## src/common/flash_ctrl_pkg.sv

```systemverilog
// How it works
// - every fourth byte into the byte port commits one word to the array
// - word busy shows during each word program; software waits before more bytes
// - erase start erases the page chosen by high address bits 6:1
// - erase and program started together: erase finishes before programming
// - general busy stays set through the whole erase, clears on completion
// - page erase lasts about 20 ms
// - start issued from flash fetch stalls instruction fetch until the operation ends
// - lock word writable once per chip erase, through debug port only; the code takes it from any bus master through the byte port
// - three-bit lock size guards the upper pages, 000 all to 111 none
// - boot guard bit zero protects page 0; one leaves it writable
// - debug disable bit zero blocks debug commands, one allows them
// - lock byte comes from information page word 0; bits 7:5 reserved
// - lock word is programmed through the byte port with information page selected
// - timing generator derives all operation timing from the six-bit timing scale
// - timing scale resets to 0x2A (32 MHz); 16 MHz wants 0x15
// - control: busy bit 7, word busy bit 6, program bit 1, erase bit 0
// - program starts at the addressed word; first byte is the least significant
// - flash DMA request pulses each time a word has been stored; the code also pulses it when program mode is entered
package flash_ctrl_pkg;
  // register indices, byte address is four times the index
  localparam logic [7:0] IDX_ADDRL = 8'hAC;
  localparam logic [7:0] IDX_ADDRH = 8'hAD;
  localparam logic [7:0] IDX_CTRL = 8'hAE;
  localparam logic [7:0] IDX_DATA = 8'hAF;
  localparam logic [7:0] IDX_TIMING = 8'hAB;
  localparam logic [7:0] IDX_LOCK = 8'hB0;
  localparam int AV_ADDR_W = 10;
  // control register fields
  localparam int CTRL_BUSY_BIT = 7;
  localparam int CTRL_WBSY_BIT = 6;
  localparam int CTRL_PROG_BIT = 1;
  localparam int CTRL_ERASE_BIT = 0;
  localparam logic [7:0] CTRL_RW_MASK = 8'h3C;
  // timing scale
  localparam logic [5:0] TIMING_RESET = 6'h2A;
  localparam logic [5:0] TIMING_16MHZ = 6'h15;
  // lock byte fields
  localparam int LOCK_DBG_BIT = 0;
  localparam int LOCK_SIZE_LSB = 1;
  localparam int LOCK_BOOT_BIT = 4;
  localparam logic [2:0] PROTECTED_AREA_SIZE_ALL = 3'h0;
  localparam logic [2:0] PROTECTED_AREA_SIZE_NONE = 3'h7;
  localparam logic [6:0] PAGE_COUNT = 7'h40;
  localparam int PAGE_W = 6;
  localparam int WADDR_W = 15;
  localparam logic [1:0] LAST_BYTE = 2'h3;
  // operation times and derived tick counts
  localparam int CLK_PERIOD_NS = 4;
  localparam int PROG_TIME_NS = 20000;
  localparam int ERASE_TIME_NS = 20000000;
  localparam int PROG_CYCLES = (PROG_TIME_NS + CLK_PERIOD_NS - 1) / CLK_PERIOD_NS;
  localparam int ERASE_CYCLES = (ERASE_TIME_NS + CLK_PERIOD_NS - 1) / CLK_PERIOD_NS;
  localparam int NOM_SCALE = 42;
  localparam int PROG_TICKS = (PROG_CYCLES + NOM_SCALE - 1) / NOM_SCALE;
  localparam int ERASE_TICKS = (ERASE_CYCLES + NOM_SCALE - 1) / NOM_SCALE;
  localparam int TICK_W = 18;
  typedef enum logic [1:0] {
    ST_IDLE = 2'b00,
    ST_ERASE = 2'b01,
    ST_COLLECT = 2'b10,
    ST_PROG = 2'b11
  } state_t;
endpackage

```

## src/rtl/embedded_flash_program_erase_ctrl.sv

```systemverilog
// Implementation choices: register access over Avalon-MM and the placing of the registers.
`timescale 1ns/10ps
`default_nettype none
module embedded_flash_program_erase_ctrl
  import flash_ctrl_pkg::*;
#(
  parameter int PROG_LEN = PROG_TICKS,
  parameter int ERASE_LEN = ERASE_TICKS
) (
  input wire logic clk,
  input wire logic rstn,
  input wire logic [AV_ADDR_W-1:0] avAddress,
  input wire logic avRead,
  input wire logic avWrite,
  input wire logic [31:0] avWriteData,
  input wire logic [3:0] avByteEnable,
  output logic [31:0] avReadData,
  output logic avWaitRequest,
  input wire logic [7:0] lockByte,
  input wire logic infoPageSel,
  input wire logic chipEraseDone,
  input wire logic fetchFromFlash,
  output logic [WADDR_W-1:0] flashWordAddr,
  output logic [31:0] flashWordData,
  output logic flashProgram,
  output logic flashErase,
  output logic [PAGE_W-1:0] flashErasePage,
  output logic flashInfoSel,
  output logic dmaReq,
  output logic fetchStall,
  output logic debugEnable
);
  state_t state_r, state_nxt;
  logic [7:0] idx, wd;
  logic hit, wrStrobe, wrCtrl, wrData, dataStall, rdDone_r;
  logic [7:0] addrHigh_r, addrLow_r, dataByte_r, ctrlRw_r;
  logic [5:0] timing_r;
  logic [31:0] wordBuf_r;
  logic [1:0] byteCnt_r;
  logic pendingProg_r, lockProgrammed_r, stallSrc_r, infoSel_r;
  logic busyFlag, wordBusy, eraseProt, progProt, progGuard;
  logic timerStart, timerDone, timerRunning;
  logic [TICK_W-1:0] timerLen;
  logic [WADDR_W-1:0] wordAddr;

  // bus decode, byte lane 0 carries register data
  assign idx = avAddress[AV_ADDR_W-1:2];
  assign hit = (avAddress[1:0] == 2'h0);
  assign wd = avWriteData[7:0];
  assign wrStrobe = avWrite && !avWaitRequest && avByteEnable[0] && hit;
  assign wrCtrl = wrStrobe && (idx == IDX_CTRL);
  assign wrData = wrStrobe && (idx == IDX_DATA);

  // byte writes wait while a word or page operation is running
  assign dataStall = avWrite && hit && (idx == IDX_DATA)
                     && (state_r == ST_ERASE || state_r == ST_PROG);
  assign avWaitRequest = (avRead && !rdDone_r) || dataStall;

  // status flags
  assign busyFlag = (state_r != ST_IDLE);
  assign wordBusy = (state_r == ST_PROG);
  assign wordAddr = {addrHigh_r[6:0], addrLow_r};
  assign flashWordAddr = wordAddr;
  assign flashErasePage = addrHigh_r[6:1];
  assign flashWordData = wordBuf_r;

  // protection decode for the erase page and the program page
  flash_page_guard eraseGuard (
    .lockByte(lockByte),
    .page(addrHigh_r[6:1]),
    .isProtected(eraseProt)
  );
  flash_page_guard progGuardDec (
    .lockByte(lockByte),
    .page(wordAddr[WADDR_W-1 -: PAGE_W]),
    .isProtected(progProt)
  );

  // information page: only the lock word, once per chip erase
  assign progGuard = infoSel_r ? (wordAddr != '0 || lockProgrammed_r) : progProt;

  // operation timer
  flash_op_timer #(
    .TW(TICK_W)
  ) opTimer (
    .clk(clk),
    .rstn(rstn),
    .start(timerStart),
    .lenTicks(timerLen),
    .scale(timing_r),
    .done(timerDone),
    .running(timerRunning)
  );

  // sequencer next state
  always_comb begin
    state_nxt = state_r;
    timerStart = 1'b0;
    timerLen = TICK_W'(PROG_LEN);
    case (state_r)
      ST_IDLE: begin
        if (wrCtrl) begin
          if (wd[CTRL_ERASE_BIT] && !eraseProt) begin
            state_nxt = ST_ERASE;
            timerStart = 1'b1;
            timerLen = TICK_W'(ERASE_LEN);
          end else if (wd[CTRL_PROG_BIT]) begin
            state_nxt = ST_COLLECT;
          end
        end
      end
      ST_ERASE: begin
        if (timerDone) begin
          state_nxt = pendingProg_r ? ST_COLLECT : ST_IDLE;
        end
      end
      ST_COLLECT: begin
        if (wrCtrl && !wd[CTRL_PROG_BIT]) begin
          state_nxt = ST_IDLE;
        end else if (wrData && byteCnt_r == LAST_BYTE) begin
          state_nxt = ST_PROG;
          timerStart = 1'b1;
        end
      end
      ST_PROG: begin
        if (timerDone) begin
          state_nxt = ST_COLLECT;
        end
      end
      default: state_nxt = ST_IDLE;
    endcase
  end

  // state register
  always_ff @(posedge clk or negedge rstn) begin
    if (!rstn) begin
      state_r <= ST_IDLE;
    end else begin
      state_r <= state_nxt;
    end
  end

  // remember a program request queued behind an erase, and where the start came from
  always_ff @(posedge clk or negedge rstn) begin
    if (!rstn) begin
      pendingProg_r <= 1'b0;
      stallSrc_r <= 1'b0;
      infoSel_r <= 1'b0;
    end else if (state_r == ST_IDLE && wrCtrl) begin
      pendingProg_r <= wd[CTRL_PROG_BIT];
      stallSrc_r <= fetchFromFlash;
      infoSel_r <= infoPageSel;
    end
  end

  // byte packing, first byte ends up least significant
  always_ff @(posedge clk or negedge rstn) begin
    if (!rstn) begin
      wordBuf_r <= 32'h0000_0000;
      byteCnt_r <= 2'h0;
      dataByte_r <= 8'h00;
    end else begin
      if (wrData) begin
        dataByte_r <= wd;
      end
      if (state_r != ST_COLLECT && state_nxt == ST_COLLECT && state_r != ST_PROG) begin
        byteCnt_r <= 2'h0;
      end else if (state_r == ST_COLLECT && wrData) begin
        wordBuf_r <= {wd, wordBuf_r[31:8]};
        byteCnt_r <= byteCnt_r + 2'h1;
      end
    end
  end

  // address registers, advance by one word after each program
  always_ff @(posedge clk or negedge rstn) begin
    if (!rstn) begin
      addrHigh_r <= 8'h00;
      addrLow_r <= 8'h00;
    end else if (state_r == ST_PROG && timerDone) begin
      {addrHigh_r[6:0], addrLow_r} <= wordAddr + WADDR_W'(1);
    end else if (wrStrobe && idx == IDX_ADDRH) begin
      addrHigh_r <= wd;
    end else if (wrStrobe && idx == IDX_ADDRL) begin
      addrLow_r <= wd;
    end
  end

  // timing scale and plain control bits
  always_ff @(posedge clk or negedge rstn) begin
    if (!rstn) begin
      timing_r <= TIMING_RESET;
      ctrlRw_r <= 8'h00;
    end else begin
      if (wrStrobe && idx == IDX_TIMING) begin
        timing_r <= wd[5:0];
      end
      if (wrCtrl) begin
        ctrlRw_r <= wd & CTRL_RW_MASK;
      end
    end
  end

  // lock word written-once flag, a new write wins over chip erase
  always_ff @(posedge clk or negedge rstn) begin
    if (!rstn) begin
      lockProgrammed_r <= 1'b0;
    end else if (flashProgram && flashInfoSel && wordAddr == '0) begin
      lockProgrammed_r <= 1'b1;
    end else if (chipEraseDone) begin
      lockProgrammed_r <= 1'b0;
    end
  end

  // array strobes, DMA trigger and debug enable
  always_ff @(posedge clk or negedge rstn) begin
    if (!rstn) begin
      flashErase <= 1'b0;
      flashProgram <= 1'b0;
      flashInfoSel <= 1'b0;
      dmaReq <= 1'b0;
      debugEnable <= 1'b0;
    end else begin
      flashErase <= (state_r == ST_IDLE && state_nxt == ST_ERASE);
      flashProgram <= (state_r == ST_COLLECT && state_nxt == ST_PROG && !progGuard);
      flashInfoSel <= (state_nxt == ST_IDLE) ? 1'b0 : infoSel_r | (state_r == ST_IDLE
                      && infoPageSel);
      dmaReq <= (state_r != ST_COLLECT && state_nxt == ST_COLLECT);
      debugEnable <= lockByte[LOCK_DBG_BIT];
    end
  end

  // fetch stall while an operation started from flash runs
  assign fetchStall = stallSrc_r && (state_r == ST_ERASE || state_r == ST_PROG);

  // read path, one wait cycle then registered data
  always_ff @(posedge clk or negedge rstn) begin
    if (!rstn) begin
      rdDone_r <= 1'b0;
      avReadData <= 32'h0000_0000;
    end else begin
      rdDone_r <= avRead && !rdDone_r;
      if (avRead && !rdDone_r) begin
        avReadData <= 32'h0000_0000;
        if (hit) begin
          case (idx)
            IDX_CTRL: avReadData[7:0] <= ctrlRw_r | {busyFlag, wordBusy, 6'h00};
            IDX_DATA: avReadData[7:0] <= dataByte_r;
            IDX_ADDRH: avReadData[7:0] <= addrHigh_r;
            IDX_ADDRL: avReadData[7:0] <= addrLow_r;
            IDX_TIMING: avReadData[7:0] <= {2'h0, timing_r};
            IDX_LOCK: avReadData[8:0] <= {lockProgrammed_r, 3'h0, lockByte[4:0]};
            default: avReadData <= 32'h0000_0000;
          endcase
        end
      end
    end
  end

  // checks
  erase_busy_a: assert property (@(posedge clk) disable iff (!rstn)
    flashErase |-> busyFlag && !wordBusy && timerRunning)
    else $error("erase running without busy");
  erase_page_a: assert property (@(posedge clk) disable iff (!rstn)
    flashErase |-> !eraseProt && state_r == ST_ERASE)
    else $error("erase issued on protected page");
  word_commit_a: assert property (@(posedge clk) disable iff (!rstn)
    (state_r == ST_COLLECT && wrData && byteCnt_r == LAST_BYTE) |=> wordBusy
      && (flashProgram == !$past(progGuard)))
    else $error("fourth byte did not commit a word");
  word_busy_a: assert property (@(posedge clk) disable iff (!rstn)
    $rose(wordBusy) |-> wordBusy throughout (##1 !timerDone [*1]))
    else $error("word busy dropped early");
  erase_first_a: assert property (@(posedge clk) disable iff (!rstn)
    (state_r == ST_ERASE && timerDone && pendingProg_r) |=> state_r == ST_COLLECT && dmaReq)
    else $error("program not started after erase");
  dma_after_word_a: assert property (@(posedge clk) disable iff (!rstn)
    (state_r == ST_PROG && timerDone) |=> dmaReq && !wordBusy)
    else $error("no dma request after word store");
  timing_reset_a: assert property (@(posedge clk) disable iff (!rstn)
    !$past(rstn) |-> timing_r == TIMING_RESET)
    else $error("timing scale reset value wrong");
  guard_a: assert property (@(posedge clk) disable iff (!rstn)
    flashProgram |-> !$past(progGuard))
    else $error("program issued to protected word");
  fetch_stall_a: assert property (@(posedge clk) disable iff (!rstn)
    fetchStall |-> busyFlag ##1 (fetchStall || !busyFlag || wordBusy || state_r == ST_COLLECT))
    else $error("fetch stall outside an operation");
  stall_byte_a: assert property (@(posedge clk) disable iff (!rstn)
    (avWrite && hit && idx == IDX_DATA && (wordBusy || state_r == ST_ERASE))
      |-> avWaitRequest)
    else $error("byte accepted during an operation");
  dma_single_a: assert property (@(posedge clk) disable iff (!rstn)
    dmaReq |=> !dmaReq)
    else $error("dma request longer than one cycle");
  erase_start_a: assert property (@(posedge clk) disable iff (!rstn)
    (state_r == ST_IDLE && wrCtrl && wd[CTRL_ERASE_BIT] && !eraseProt) |=> flashErase
      && flashErasePage == $past(addrHigh_r[6:1]))
    else $error("erase start not issued");
  lock_once_a: assert property (@(posedge clk) disable iff (!rstn)
    (flashProgram && flashInfoSel) |-> !$past(lockProgrammed_r) && wordAddr == '0)
    else $error("lock word programmed twice");
  timing_load_a: assert property (@(posedge clk) disable iff (!rstn)
    (wrStrobe && idx == IDX_TIMING) |=> timing_r == $past(wd[5:0]))
    else $error("timing scale write lost");
  byte_count_a: assert property (@(posedge clk) disable iff (!rstn)
    (state_r == ST_COLLECT && wrData) |=> byteCnt_r == $past(byteCnt_r) + 2'h1)
    else $error("byte count did not advance");
endmodule
`default_nettype wire

```

## src/rtl/flash_op_timer.sv

```systemverilog
`timescale 1ns/10ps
`default_nettype none
module flash_op_timer
  import flash_ctrl_pkg::*;
#(
  parameter int TW = TICK_W
) (
  input wire logic clk,
  input wire logic rstn,
  input wire logic start,
  input wire logic [TW-1:0] lenTicks,
  input wire logic [5:0] scale,
  output logic done,
  output logic running
);
  logic [5:0] pre_r;
  logic [TW-1:0] ticks_r;
  logic tick;

  // prescaler: one tick every scale cycles, zero treated as one
  assign tick = (pre_r + 6'h01 >= scale);

  // tick countdown
  always_ff @(posedge clk or negedge rstn) begin
    if (!rstn) begin
      pre_r <= 6'h00;
      ticks_r <= '0;
      running <= 1'b0;
      done <= 1'b0;
    end else begin
      done <= 1'b0;
      if (start) begin
        pre_r <= 6'h00;
        ticks_r <= lenTicks;
        running <= 1'b1;
      end else if (running) begin
        pre_r <= tick ? 6'h00 : pre_r + 6'h01;
        if (tick) begin
          if (ticks_r <= TW'(1)) begin
            running <= 1'b0;
            done <= 1'b1;
          end else begin
            ticks_r <= ticks_r - TW'(1);
          end
        end
      end
    end
  end
endmodule
`default_nettype wire

```

## src/rtl/flash_page_guard.sv

```systemverilog
`timescale 1ns/10ps
`default_nettype none
module flash_page_guard
  import flash_ctrl_pkg::*;
(
  input wire logic [7:0] lockByte,
  input wire logic [PAGE_W-1:0] page,
  output logic isProtected
);
  logic [2:0] size;
  logic [6:0] limit;

  // upper-area and boot page decode
  always_comb begin
    size = lockByte[LOCK_SIZE_LSB +: 3];
    limit = PAGE_COUNT - (PAGE_COUNT >> size);
    case (size)
      PROTECTED_AREA_SIZE_ALL: isProtected = 1'b1;
      PROTECTED_AREA_SIZE_NONE: isProtected = 1'b0;
      default: isProtected = ({1'b0, page} >= limit);
    endcase
    if (page == '0 && !lockByte[LOCK_BOOT_BIT]) begin
      isProtected = 1'b1;
    end
  end
endmodule
`default_nettype wire
```

## config.mk

```make
export PLATFORM = sky130hd
export DESIGN_NAME = embedded_flash_program_erase_ctrl
export DESIGN_NICKNAME = d
export VERILOG_FILES = /design/src/common/flash_ctrl_pkg.sv /design/src/rtl/embedded_flash_program_erase_ctrl.sv /design/src/rtl/flash_op_timer.sv /design/src/rtl/flash_page_guard.sv
export SDC_FILE = /design/constraint.sdc
export NUM_CORES = 1
export LEC_CHECK = 0
export ABC_AREA = 1
export BUFFER_PORTS_ARGS = -buffer_cell sky130_fd_sc_hd__buf_2
export CAP_MARGIN = 20
export CORE_ASPECT_RATIO = 2
export CORE_MARGIN = 8
export CORE_UTILIZATION = 45
export CTS_CLUSTER_SIZE = 12
export DETAILED_ROUTE_END_ITERATION = 10
export GPL_TIMING_DRIVEN = 0
export PLACE_DENSITY = 0.67
export SYNTH_ARGS = -nofsm -noshare
export SYNTH_HDL_FRONTEND = slang
export SYNTH_SLANG_ARGS = --single-unit
```

## constraint.sdc

```tcl
create_clock -name clk -period 2.7 [get_ports clk]
set_input_delay 0.405 -clock clk [delete_from_list [all_inputs] [get_ports clk]]
set_output_delay 0.405 -clock clk [all_outputs]
set_load 0.02 [all_outputs]
```

==> impl_metrics.csv, run 1 <==
group,metric,value,unit
clock_tree,cts_root_buf,"clkbuf_16",
worst_setup_path,worstSetupEndpointType,"register",
sta,skew,0.00838,ns
global_route,grt_usage,0.209,
power,p_per_area,616,nW/um^2
finish,final_nets,1026,
routing,finalWirelength,18800,um
worst_setup_path,crit_path_end,"opTimer.ticks_r[1]",
power,ir_drop,0.000474,V
sta,hold_viol,0,
yosys,synth_edf_count,0,
global_route,grt_use_met3,0.0382,
sta,layout_min_cycle_time,2.55,ns
sta,finalCritPeriodShare,0.945,
global_route,grt_start_max_net_pins,84,
worst_setup_path,rr_worst_depth,15,
die,fp.dieArea,18800,um^2
worst_setup_path,startpoint_type,"primary input",
routing,via_per_inst,5.07,
sta,slew_viol_final,0,
worst_setup_path,reg2reg_slack,0.21,ns
worst_setup_path,worstSetupPathType,"in -> reg",
placement,port_buffers,99,
yosys,synth_area,6510,um^2
sta,tightestPinTransition,0.591,ns
worst_setup_path,critPathTopFamily,"simple AND/OR/NAND/NOR gates",
worst_setup_path,required,3.00,ns
global_route,grt-ovfl-total,0,
sta,finalSetupViolations,0,
placement,dp_hpwl,14400,um
die,fp.dieW,101,um
yosys,synth.distinct_cells,48,
worst_setup_path,crit_chain,"buf_2 -> inv_2 -> ha_1 -> or2_2 -> a21oi_1 -> ha_1 -> nand3_1 -> nand2_1 -> inv_1 -> nand3_1 -> a21oi_4 -> nand2_4 -> nand2_8 -> nor2_8 -> buf_8 -> nand2_1 -> o31ai_1",
power,p_leak,4.27,nW
yosys,async_flop_share,1.00,
worst_setup_path,crit_arrival,2.85,ns
global_route,grt_use_met1,0.201,
sta,finalSetupTns,0,ns
routing,dr.pass1.iters,5,
finish,drive_gt1_frac,0.245,
yosys,ys.flop_type,"dfrtp_1",
clock_tree,clk_path_buf_depth,2,
clock_tree,cts_tree,"yes",
hold_path,hp-class,"in -> reg",
job,drv_cap,0,
worst_setup_path,crit_buf_inv,4,
clock_tree,path_clk_slew,0.06,ns
worst_setup_path,crit_slowest_cell,"ha_1",
global_route,top_usage_layer,"met2",
worst_setup_path,reg2reg_to,"opTimer.ticks_r[1]",
routing,drt_iter0_drc,374,
routing,drcViolationCount,0,
yosys,synth_compound_area_frac,0.119,
yosys,synth_top_family_by_area,"simple AND/OR/NAND/NOR gates",
global_route,grt_pass1_vias,6018,
hold_path,hold_depth,1,
die,start_util,0.456,
sta,fmax,392,MHz
yosys,synthXorXnorAreaFrac,0.0296,
outcome,outcome,"complete, no violations",
finish,syn2layout_area_growth,25.0,%
global_route,grt_pass1_wl,30100,um
clock_tree,clkSinkCount,115,
yosys,synth_mux_area_frac,0.0206,
yosys,syn_avg_cell_area,8.21,um^2
global_route,use_met2,0.398,
die,coreArea,14300,um^2
power,p_total,5.01,mW
die,dieHeight,186,um
yosys,ys_seq_area_frac,0.443,
worst_setup_path,r2r_start,"opTimer.pre_r[0]",
yosys,synthSimpleGateAreaFrac,0.232,
worst_setup_path,slowest_delay,0.31,ns
routing,ant_nets,0,
yosys,synth-adder-area-share,0.0365,
yosys,postSynthCellCount,793,
yosys,yosys_warnings,0,
die,core.rowCount,62,
finish,diodes,0,
yosys,synth-seq-cells,115,
finish,fillers,1403,
worst_setup_path,path_depth,17,
clock_tree,cts_htree_levels,4,
sta,slew_headroom,0.606,
clock_tree,insertion_delay,0.42,ns
clock_tree,numCtsBuffers,17,
routing,via_count,5834,
worst_setup_path,critPathLaunch,"lockByte[2]",
routing,avgRoutedWirePerCell,16.4,um
sta,whs,0.124,ns
placement,place_congestion,0.924,
worst_setup_path,crit_fanout,10,
die,io_pins,153,
global_route,antenna_found_initial,0,
==> kinds of logic (layout without fill, tap and decap cells) <==
group | count (synthesis) | in the layout
muxes | 12 | 12
xor gates and xnor gates | 22 | 22
other | 1 | 23
adders and majority gates | 19 | 19
DFF | 115 | 115
AOI/OAI and AO/OA | 133 | 133
and+or+nand+nor | 334 | 334
buffers and inverters | 157 | 301
==> layout by cell type (no fill, tap or decap), types with 5 or more instances in the layout <==
cell type  count
clkbuf_16     17
clkbuf_1       6
o22ai_1        7
nand4_1       12
ha_1          19
buf_4         49
nand3b_1       6
mux2_2         6
xnor2_1        5
conb_1        23
mux2_1         5
dfrtp_1      112
nand2_2        6
buf_2        101
nor2_2         6
o211ai_1       7
inv_2          6
inv_1         99
a21oi_1       32
nand2_1      161
o31ai_1        7
nand3_1       38
nor2_1        71
nor3_1        17
o221ai_1       8
xor2_1        16
o21ai_0       59
==> metal layers <==
metal / up-vias / part of all wire
li1: 2846 / -
met1: 2780 / 0.36
met2: 166 / 0.56
met3: 42 / 0.047
met4: 0 / 0.037
met5: - / 0
==> cells in the mapped netlist (3+ instances only) <==
cell | number | area, um^2
a21oi_1 | 32 | 160
buf_2 | 3 | 15.0
buf_4 | 39 | 293
buf_6 | 3 | 33.8
clkbuf_1 | 5 | 18.8
dfrtp_1 | 112 | 2800
dfstp_2 | 3 | 78.8
ha_1 | 19 | 238
inv_1 | 100 | 375
inv_2 | 5 | 18.8
mux2_1 | 5 | 56.3
mux2_2 | 6 | 67.6
nand2_1 | 161 | 604
nand2_2 | 6 | 37.5
nand3_1 | 39 | 195
nand3b_1 | 6 | 45.0
nand4_1 | 12 | 75.1
nor2_1 | 72 | 270
nor2_2 | 5 | 31.3
nor3_1 | 18 | 90.1
o211ai_1 | 7 | 52.6
o21ai_0 | 59 | 295
o21ai_1 | 3 | 15.0
o221ai_1 | 8 | 70.1
o22ai_1 | 7 | 43.8
o31ai_1 | 7 | 52.6
or2_2 | 3 | 18.8
xnor2_1 | 5 | 43.8
xor2_1 | 17 | 149
==> final cells by class <==
cell class / instances / area (um^2) / share of cell area
Clock inverter: 10 / 145 / 0.0178
Tap cell: 192 / 240 / 0.0295
Clock buffer: 22 / 484 / 0.0595
Sequential cell: 115 / 2880 / 0.354
Inverter: 106 / 398 / 0.0489
Multi-Input combinational cell: 543 / 2980 / 0.366
Buffer: 51 / 375 / 0.0461
Timing Repair Buffer: 112 / 634 / 0.0779
==> state kept, by name, summed over array words and instances, names as in the netlist, 6 cells and up <==
name	count
dataByte_r	8
addrLow_r	8
addrHigh_r	8
flashWordData	32
avReadData	9
opTimer.ticks_r	18
opTimer.pre_r	6
timing_r	6
==> worst min-delay path by stage <==
stage	startpoint	end
after global routing	lockByte[0]	debugEnable
after detailed placement	rstn	avReadData[5]
final	lockByte[0]	debugEnable
after CTS	lockByte[0]	debugEnable
after floorplan	rstn	addrHigh_r[0]
after global placement	rdDone_r	rdDone_r
==> power by group <==
group | switching (mW) | internal, mW | total (mW)
clock | 0.827 | 1.56 | 2.39
sequential | 0.0822 | 1.81 | 1.89
combinational | 0.436 | 0.300 | 0.736
==> per-stage QoR <==
step / std cells / area (um^2) / util / worst slack (ns)
after global placement: 1106 / 7330 / 0.513 / -0.442
after global routing: 1151 / 8140 / 0.570 / -0.00471
final: 1151 / 8140 / 0.570 / 0.147
after floorplan: 815 / 6590 / - / 0.187
after CTS: 1140 / 8020 / 0.562 / 0.00919
after detailed placement: 1107 / 7360 / 0.516 / -0.466
==> repair_timing <==
action                                  in CTS  in global routing
pin swaps                                    1                  7
hold endpoints to repair                    31                  0
hold buffers                                 1                  0
resized for setup                            2                  6
endpoints found under the setup margin       3                 19
setup buffers                                0                 11
Note: power is estimated with default switching activity, not from simulation.
==> inputs of run 2 (changes only) <==
CORE_UTILIZATION = 35   (was 45)
PLACE_DENSITY = 0.54   (was 0.67)
==> run 2 against run 1 <==
Compared with the run above:
- maximum frequency up 1.0%
- critical path depth is the same
- sequential share of layout area is 0.064 points higher
- hold slack worse by 0.0060 ns
- global-route usage shrank 3.1 points
- critical path type unchanged
==> impl_metrics.csv, run 2 (synthesis gave the netlist of run 1 again) <==
group,metric,value,unit
placement,place_congestion,0.855,
global_route,grt_start_max_net_pins,77,
die,fp.dieArea,23500,um^2
routing,dr.pass1.iters,5,
die,io_pins,153,
routing,via_count,5740,
finish,syn2layout_area_growth,24.9,%
sta,slew_headroom,0.631,
finish,fin_util,0.444,
global_route,grt-ovfl-total,0,
placement,placed_area,7390,um^2
global_route,grt_usage,0.178,
placement,port_buffers,99,
worst_setup_path,worstSetupEndpointType,"register",
die,start_util,0.356,
clock_tree,clkSinkCount,115,
die,coreArea,18300,um^2
worst_setup_path,reg2reg_slack,0.22,ns
sta,layout_min_cycle_time,2.53,ns
clock_tree,cts_tree,"yes",
clock_tree,path_clk_slew,0.06,ns
worst_setup_path,crit_fanout,10,
clock_tree,numCtsBuffers,17,
sta,setup_slack,0.174,ns
power,p_per_area,613,nW/um^2
worst_setup_path,startpoint_type,"primary input",
job,drv_cap,0,
die,dieHeight,209,um
sta,finalSetupViolations,0,
clock_tree,cts_htree_levels,4,
global_route,antenna_found_initial,0,
placement,place_ws,-0.481,ns
worst_setup_path,crit_arrival,2.83,ns
placement,dp_hpwl,15600,um
sta,slew_viol_final,0,
sta,tightestPinTransition,0.546,ns
global_route,grt_pass1_wl,32100,um
clock_tree,cts_root_buf,"clkbuf_16",
clock_tree,insertion_delay,0.42,ns
power,p_leak,4.24,nW
power,ir_drop,0.000412,V
global_route,grt_pass1_vias,6002,
finish,final_area,8130,um^2
worst_setup_path,worstSetupPathType,"in -> reg",
die,core.rowCount,70,
sta,finalSetupTns,0,ns
routing,via_per_inst,4.89,
routing,drt_iter0_drc,181,
die,fp.dieW,112,um
placement,dp_cells,1131,
finish,final_cells,1173,
sta,finalCritPeriodShare,0.936,
sta,rsz0062_at_grt,"false",
sta,fmax,396,MHz
routing,finalWirelength,20000,um
finish,final_cell_mix,"161 x nand2_1, 111 x dfrtp_1, 101 x buf_2",
routing,ant_nets,0,
routing,avgRoutedWirePerCell,17.1,um
finish,drive_gt1_frac,0.243,
outcome,outcome,"complete, no violations",
routing,drcViolationCount,0,
finish,final_nets,1024,
finish,largest_register_ffs,32,
worst_setup_path,required,3.00,ns
sta,hold_viol,0,
hold_path,hp-class,"in -> reg",
finish,diodes,0,
clock_tree,clk_path_buf_depth,2,
sta,skew,0.00983,ns
finish,mostFrequentLayoutCell,"nand2_1",
## run 2: cell count changes in the layout (fill, tap and decap cells not counted)
cell,change
clkinvlp_4,+2
dfrtp_1,-1
buf_4,-1
clkbuf_8,-1
buf_12,-1
dfrtp_2,+1
xor2_1,+1
inv_6,-2
clkinv_4,+1
xor2_2,-1
## run 2: path summary, 6_finish.rpt
| check | from | to | cells past startpoint |
|---|---|---|---|
| setup / recovery | lockByte[2] | opTimer.ticks_r[1] | 17 |
| setup reg to reg | opTimer.pre_r[0] | opTimer.ticks_r[6] | 13 |
| max in group asynchronous | rstn | flashWordData[11] | 3 |
| hold reg to reg | rdDone_r | rdDone_r | 1 |
| min in group asynchronous | rstn | opTimer.pre_r[5] | 2 |
| hold / removal | lockByte[0] | debugEnable | 1 |
## run 2: final cells by class
| cell class | count | area, um^2 |
|---|---|---|
| multi-input combinational | 543 | 2970 |
| buffer | 51 | 375 |
| clock buffer | 21 | 470 |
| sequential | 115 | 2880 |
| tap | 216 | 270 |
| clock inverter | 11 | 151 |
| timing repair buffer | 110 | 607 |
| inverter | 106 | 398 |
| fill | 1881 | 10200 |
## run 2: power breakdown
part	total [mW]	internal, mW	switching (mW)
Combinational	0.706	0.278	0.428
Clock	2.38	1.53	0.856
Sequential	1.89	1.81	0.0806
## run 2: critical path, cell delays in order
cell	delay [ns]
buf_2	0.13
inv_2	0.08
ha_1	0.30
or2_2	0.29
a21oi_1	0.14
ha_1	0.27
nand3_1	0.09
nand2_1	0.05
inv_1	0.06
nand3_1	0.10
a21oi_4	0.28
nand2_4	0.12
nand2_8	0.15
nor2_8	0.07
buf_8	0.14
nand2_1	0.06
o31ai_1	0.06
## run 2: stage by stage
step	hold slack [ns]	power (mW)
floorplan	0.109	2.38
global placement	0.446	2.58
detailed placement	0.346	2.59
CTS	0.105	5.01
global route	0.117	5.21
finish	0.118	4.98
## run 2: what timing repair did
| item | CTS | global route |
|---|---|---|
| setup buffers | 2 | 7 |
| endpoints found under the setup margin | 9 | 23 |
| hold endpoints to repair | 39 | 0 |
| gates resized for setup | 2 | 6 |
| pin swaps | 1 | 6 |
| hold buffers | 1 | 0 |
## run 2: metal layers
| layer | track usage | up-vias | routed length [um] | part of all wire |
|---|---|---|---|---|
| li1 | - | 2841 | - | - |
| met1 | 0.169 | 2729 | 7270 | 0.36 |
| met2 | 0.344 | 135 | 11300 | 0.56 |
| met3 | 0.0364 | 35 | 763 | 0.038 |
| met4 | 0.0933 | 0 | 684 | 0.034 |
| met5 | 0 | - | 0 | 0 |
==> inputs of run 3 (changes only) <==
PLACE_DENSITY = unset   (was 0.54)
PLACE_DENSITY_LB_ADDON = 0.05   (was unset)
==> run 3 against run 2 <==
Compared with the run above:
- routed wire length up 3.8%
- final cell count about the same
- sequential power about the same
- register-to-register slack worse by 0.03 ns
- setup slack better by 0.0065 ns
- non-clock buffer count up 1
- via count down 0.52%
- clock skew up 0.00094 ns
- global-route usage up 0.35 points
- sequential share of layout area down 0.087 points
==> impl_metrics.csv, run 3 (synthesis gave the netlist of run 1 again) <==
group,metric,value,unit
worst_setup_path,crit_slowest_cell,"ha_1",
outcome,outcome,"complete, no violations",
worst_setup_path,crit_chain,"buf_2 -> inv_2 -> ha_1 -> or2_2 -> a21oi_1 -> ha_1 -> nand2_1 -> nor2_1 -> nand2_1 -> nand3_1 -> a21oi_4 -> nand2_4 -> nand2_8 -> nor2_8 -> buf_8 -> nand2_1 -> o31ai_1",
worst_setup_path,worstSetupEndpointType,"register",
finish,final_nets,1025,
sta,hold_viol,0,
finish,seqCellArea,2880,um^2
placement,dp_hpwl,16400,um
placement,dp_cells,1131,
die,start_util,0.356,
finish,final_area,8150,um^2
placement,place_ws,-0.548,ns
clock_tree,cts_root_buf,"clkbuf_16",
routing,avgRoutedWirePerCell,17.7,um
power,p_leak,4.26,nW
worst_setup_path,path_common_cell,"nand2_1",
placement,port_buffers,99,
finish,final_cell_mix,"161 x nand2_1, 111 x dfrtp_1, 101 x buf_2",
finish,mostFrequentLayoutCell,"nand2_1",
clock_tree,insertion_delay,0.43,ns
global_route,antenna_found_initial,0,
die,coreArea,18300,um^2
power,ir_drop,0.000361,V
die,dieHeight,209,um
clock_tree,path_clk_slew,0.05,ns
worst_setup_path,startpoint_type,"primary input",
clock_tree,numCtsBuffers,17,
power,p_total,5.06,mW
sta,fmax,397,MHz
worst_setup_path,worstSetupPathType,"in -> reg",
routing,finalWirelength,20800,um
power,p_per_area,620,nW/um^2
global_route,grt_usage,0.181,
worst_setup_path,required,3.01,ns
sta,skew,0.0108,ns
routing,drt_iter0_drc,300,
sta,finalSetupViolations,0,
worst_setup_path,crit_buf_inv,3,
global_route,grt_pass1_wl,32500,um
routing,ant_nets,0,
clock_tree,clk_path_buf_depth,2,
finish,multiInputGateArea,2970,um^2
die,io_pins,153,
clock_tree,clkSinkCount,115,
clock_tree,cts_tree,"yes",
worst_setup_path,crit_fanout,10,
hold_path,hp-class,"in -> reg",
worst_setup_path,crit_arrival,2.83,ns
worst_setup_path,slowest_delay,0.30,ns
finish,fin_util,0.445,
die,core.rowCount,70,
die,fp.dieArea,23500,um^2
global_route,grt_pass1_vias,5910,
routing,via_per_inst,4.86,
global_route,grt-ovfl-total,0,
finish,fillers,1929,
global_route,grt_start_max_net_pins,83,
placement,place_congestion,0.845,
sta,finalCritPeriodShare,0.933,
sta,finalSetupTns,0,ns
sta,tightestPinTransition,0.602,ns
finish,syn2layout_area_growth,25.2,%
sta,slew_viol_final,0,
routing,dr.pass1.iters,4,
clock_tree,cts_htree_levels,4,
job,drv_cap,0,
routing,via_count,5710,
sta,setup_slack,0.180,ns
finish,largest_register_ffs,32,
die,fp.dieW,112,um
worst_setup_path,critPathTopFamily,"simple AND/OR/NAND/NOR gates",
finish,diodes,0,
sta,layout_min_cycle_time,2.52,ns
sta,slew_headroom,0.594,
sta,whs,0.107,ns
routing,drcViolationCount,0,
finish,final_cells,1174,
placement,placed_area,7390,um^2
finish,drive_gt1_frac,0.243,
[run 3: changes by cell type in the layout (fill, tap and decap cells not counted), sizes merged]
| cell | change |
|---|---|
| clkinv | +3 |
| clkinvlp | -2 |
| buf | +1 |
| bufinv | +1 |
| clkbuf | -1 |
| inv | -1 |
[run 3: cell type report]
cell class	instances	area share
timing repair buffer	111	0.0754
clock buffer	20	0.0561
buffer	51	0.0461
sequential	115	0.354
inverter	106	0.0488
tap	216	0.0332
clock inverter	12	0.0221
multi-input combinational	543	0.365
[run 3: path summary, 6_finish.rpt]
| kind | slack [ns] | start | endpoint | cells after the start |
|---|---|---|---|---|
| worst max-delay path | 0.18 | lockByte[2] | opTimer.ticks_r[1] | 17 |
| worst min register to register | 0.45 | rdDone_r | rdDone_r | 1 |
| worst min-delay path | 0.11 | lockByte[0] | debugEnable | 1 |
| min in group asynchronous | 0.45 | rstn | addrLow_r[3] | 2 |
| max in group asynchronous | 1.49 | rstn | pendingProg_r | 3 |
| worst max register to register | 0.19 | opTimer.pre_r[0] | opTimer.ticks_r[1] | 15 |
[run 3: worst reg2reg max path: stages, from the launching register on]
cell      delay [ns]
dfrtp_2         0.44
ha_1            0.23
nand3_1         0.10
xor2_1          0.21
inv_1           0.07
ha_1            0.26
nand2_1         0.09
inv_1           0.06
o211ai_1        0.10
nand3_2         0.15
nand3_4         0.15
inv_2           0.10
nor2_8          0.17
buf_8           0.17
nand2_1         0.06
o31ai_1         0.06
[run 3: power by group]
group	internal [mW]	leakage [nW]	switching (mW)
Clock	1.59	0.306	0.847
Sequential	1.81	1.43	0.0843
Combinational	0.279	2.52	0.443
Total	3.68	4.26	1.37
[run 3: routing by layer]
layer	global-route usage	part of all wire	vias to the layer above
met3	0.0404	0.041	42
met1	0.172	0.36	2687
met4	0.0806	0.031	0
met2	0.356	0.57	138
met5	0	0	-
li1	-	-	2843
[run 3: timing repair]
action,in CTS,in global routing
gates resized for setup,1,6
setup endpoints to repair,22,28
endpoints found under the hold margin,30,0
hold buffers,1,0
pin swaps,0,7
buffers inserted,0,10
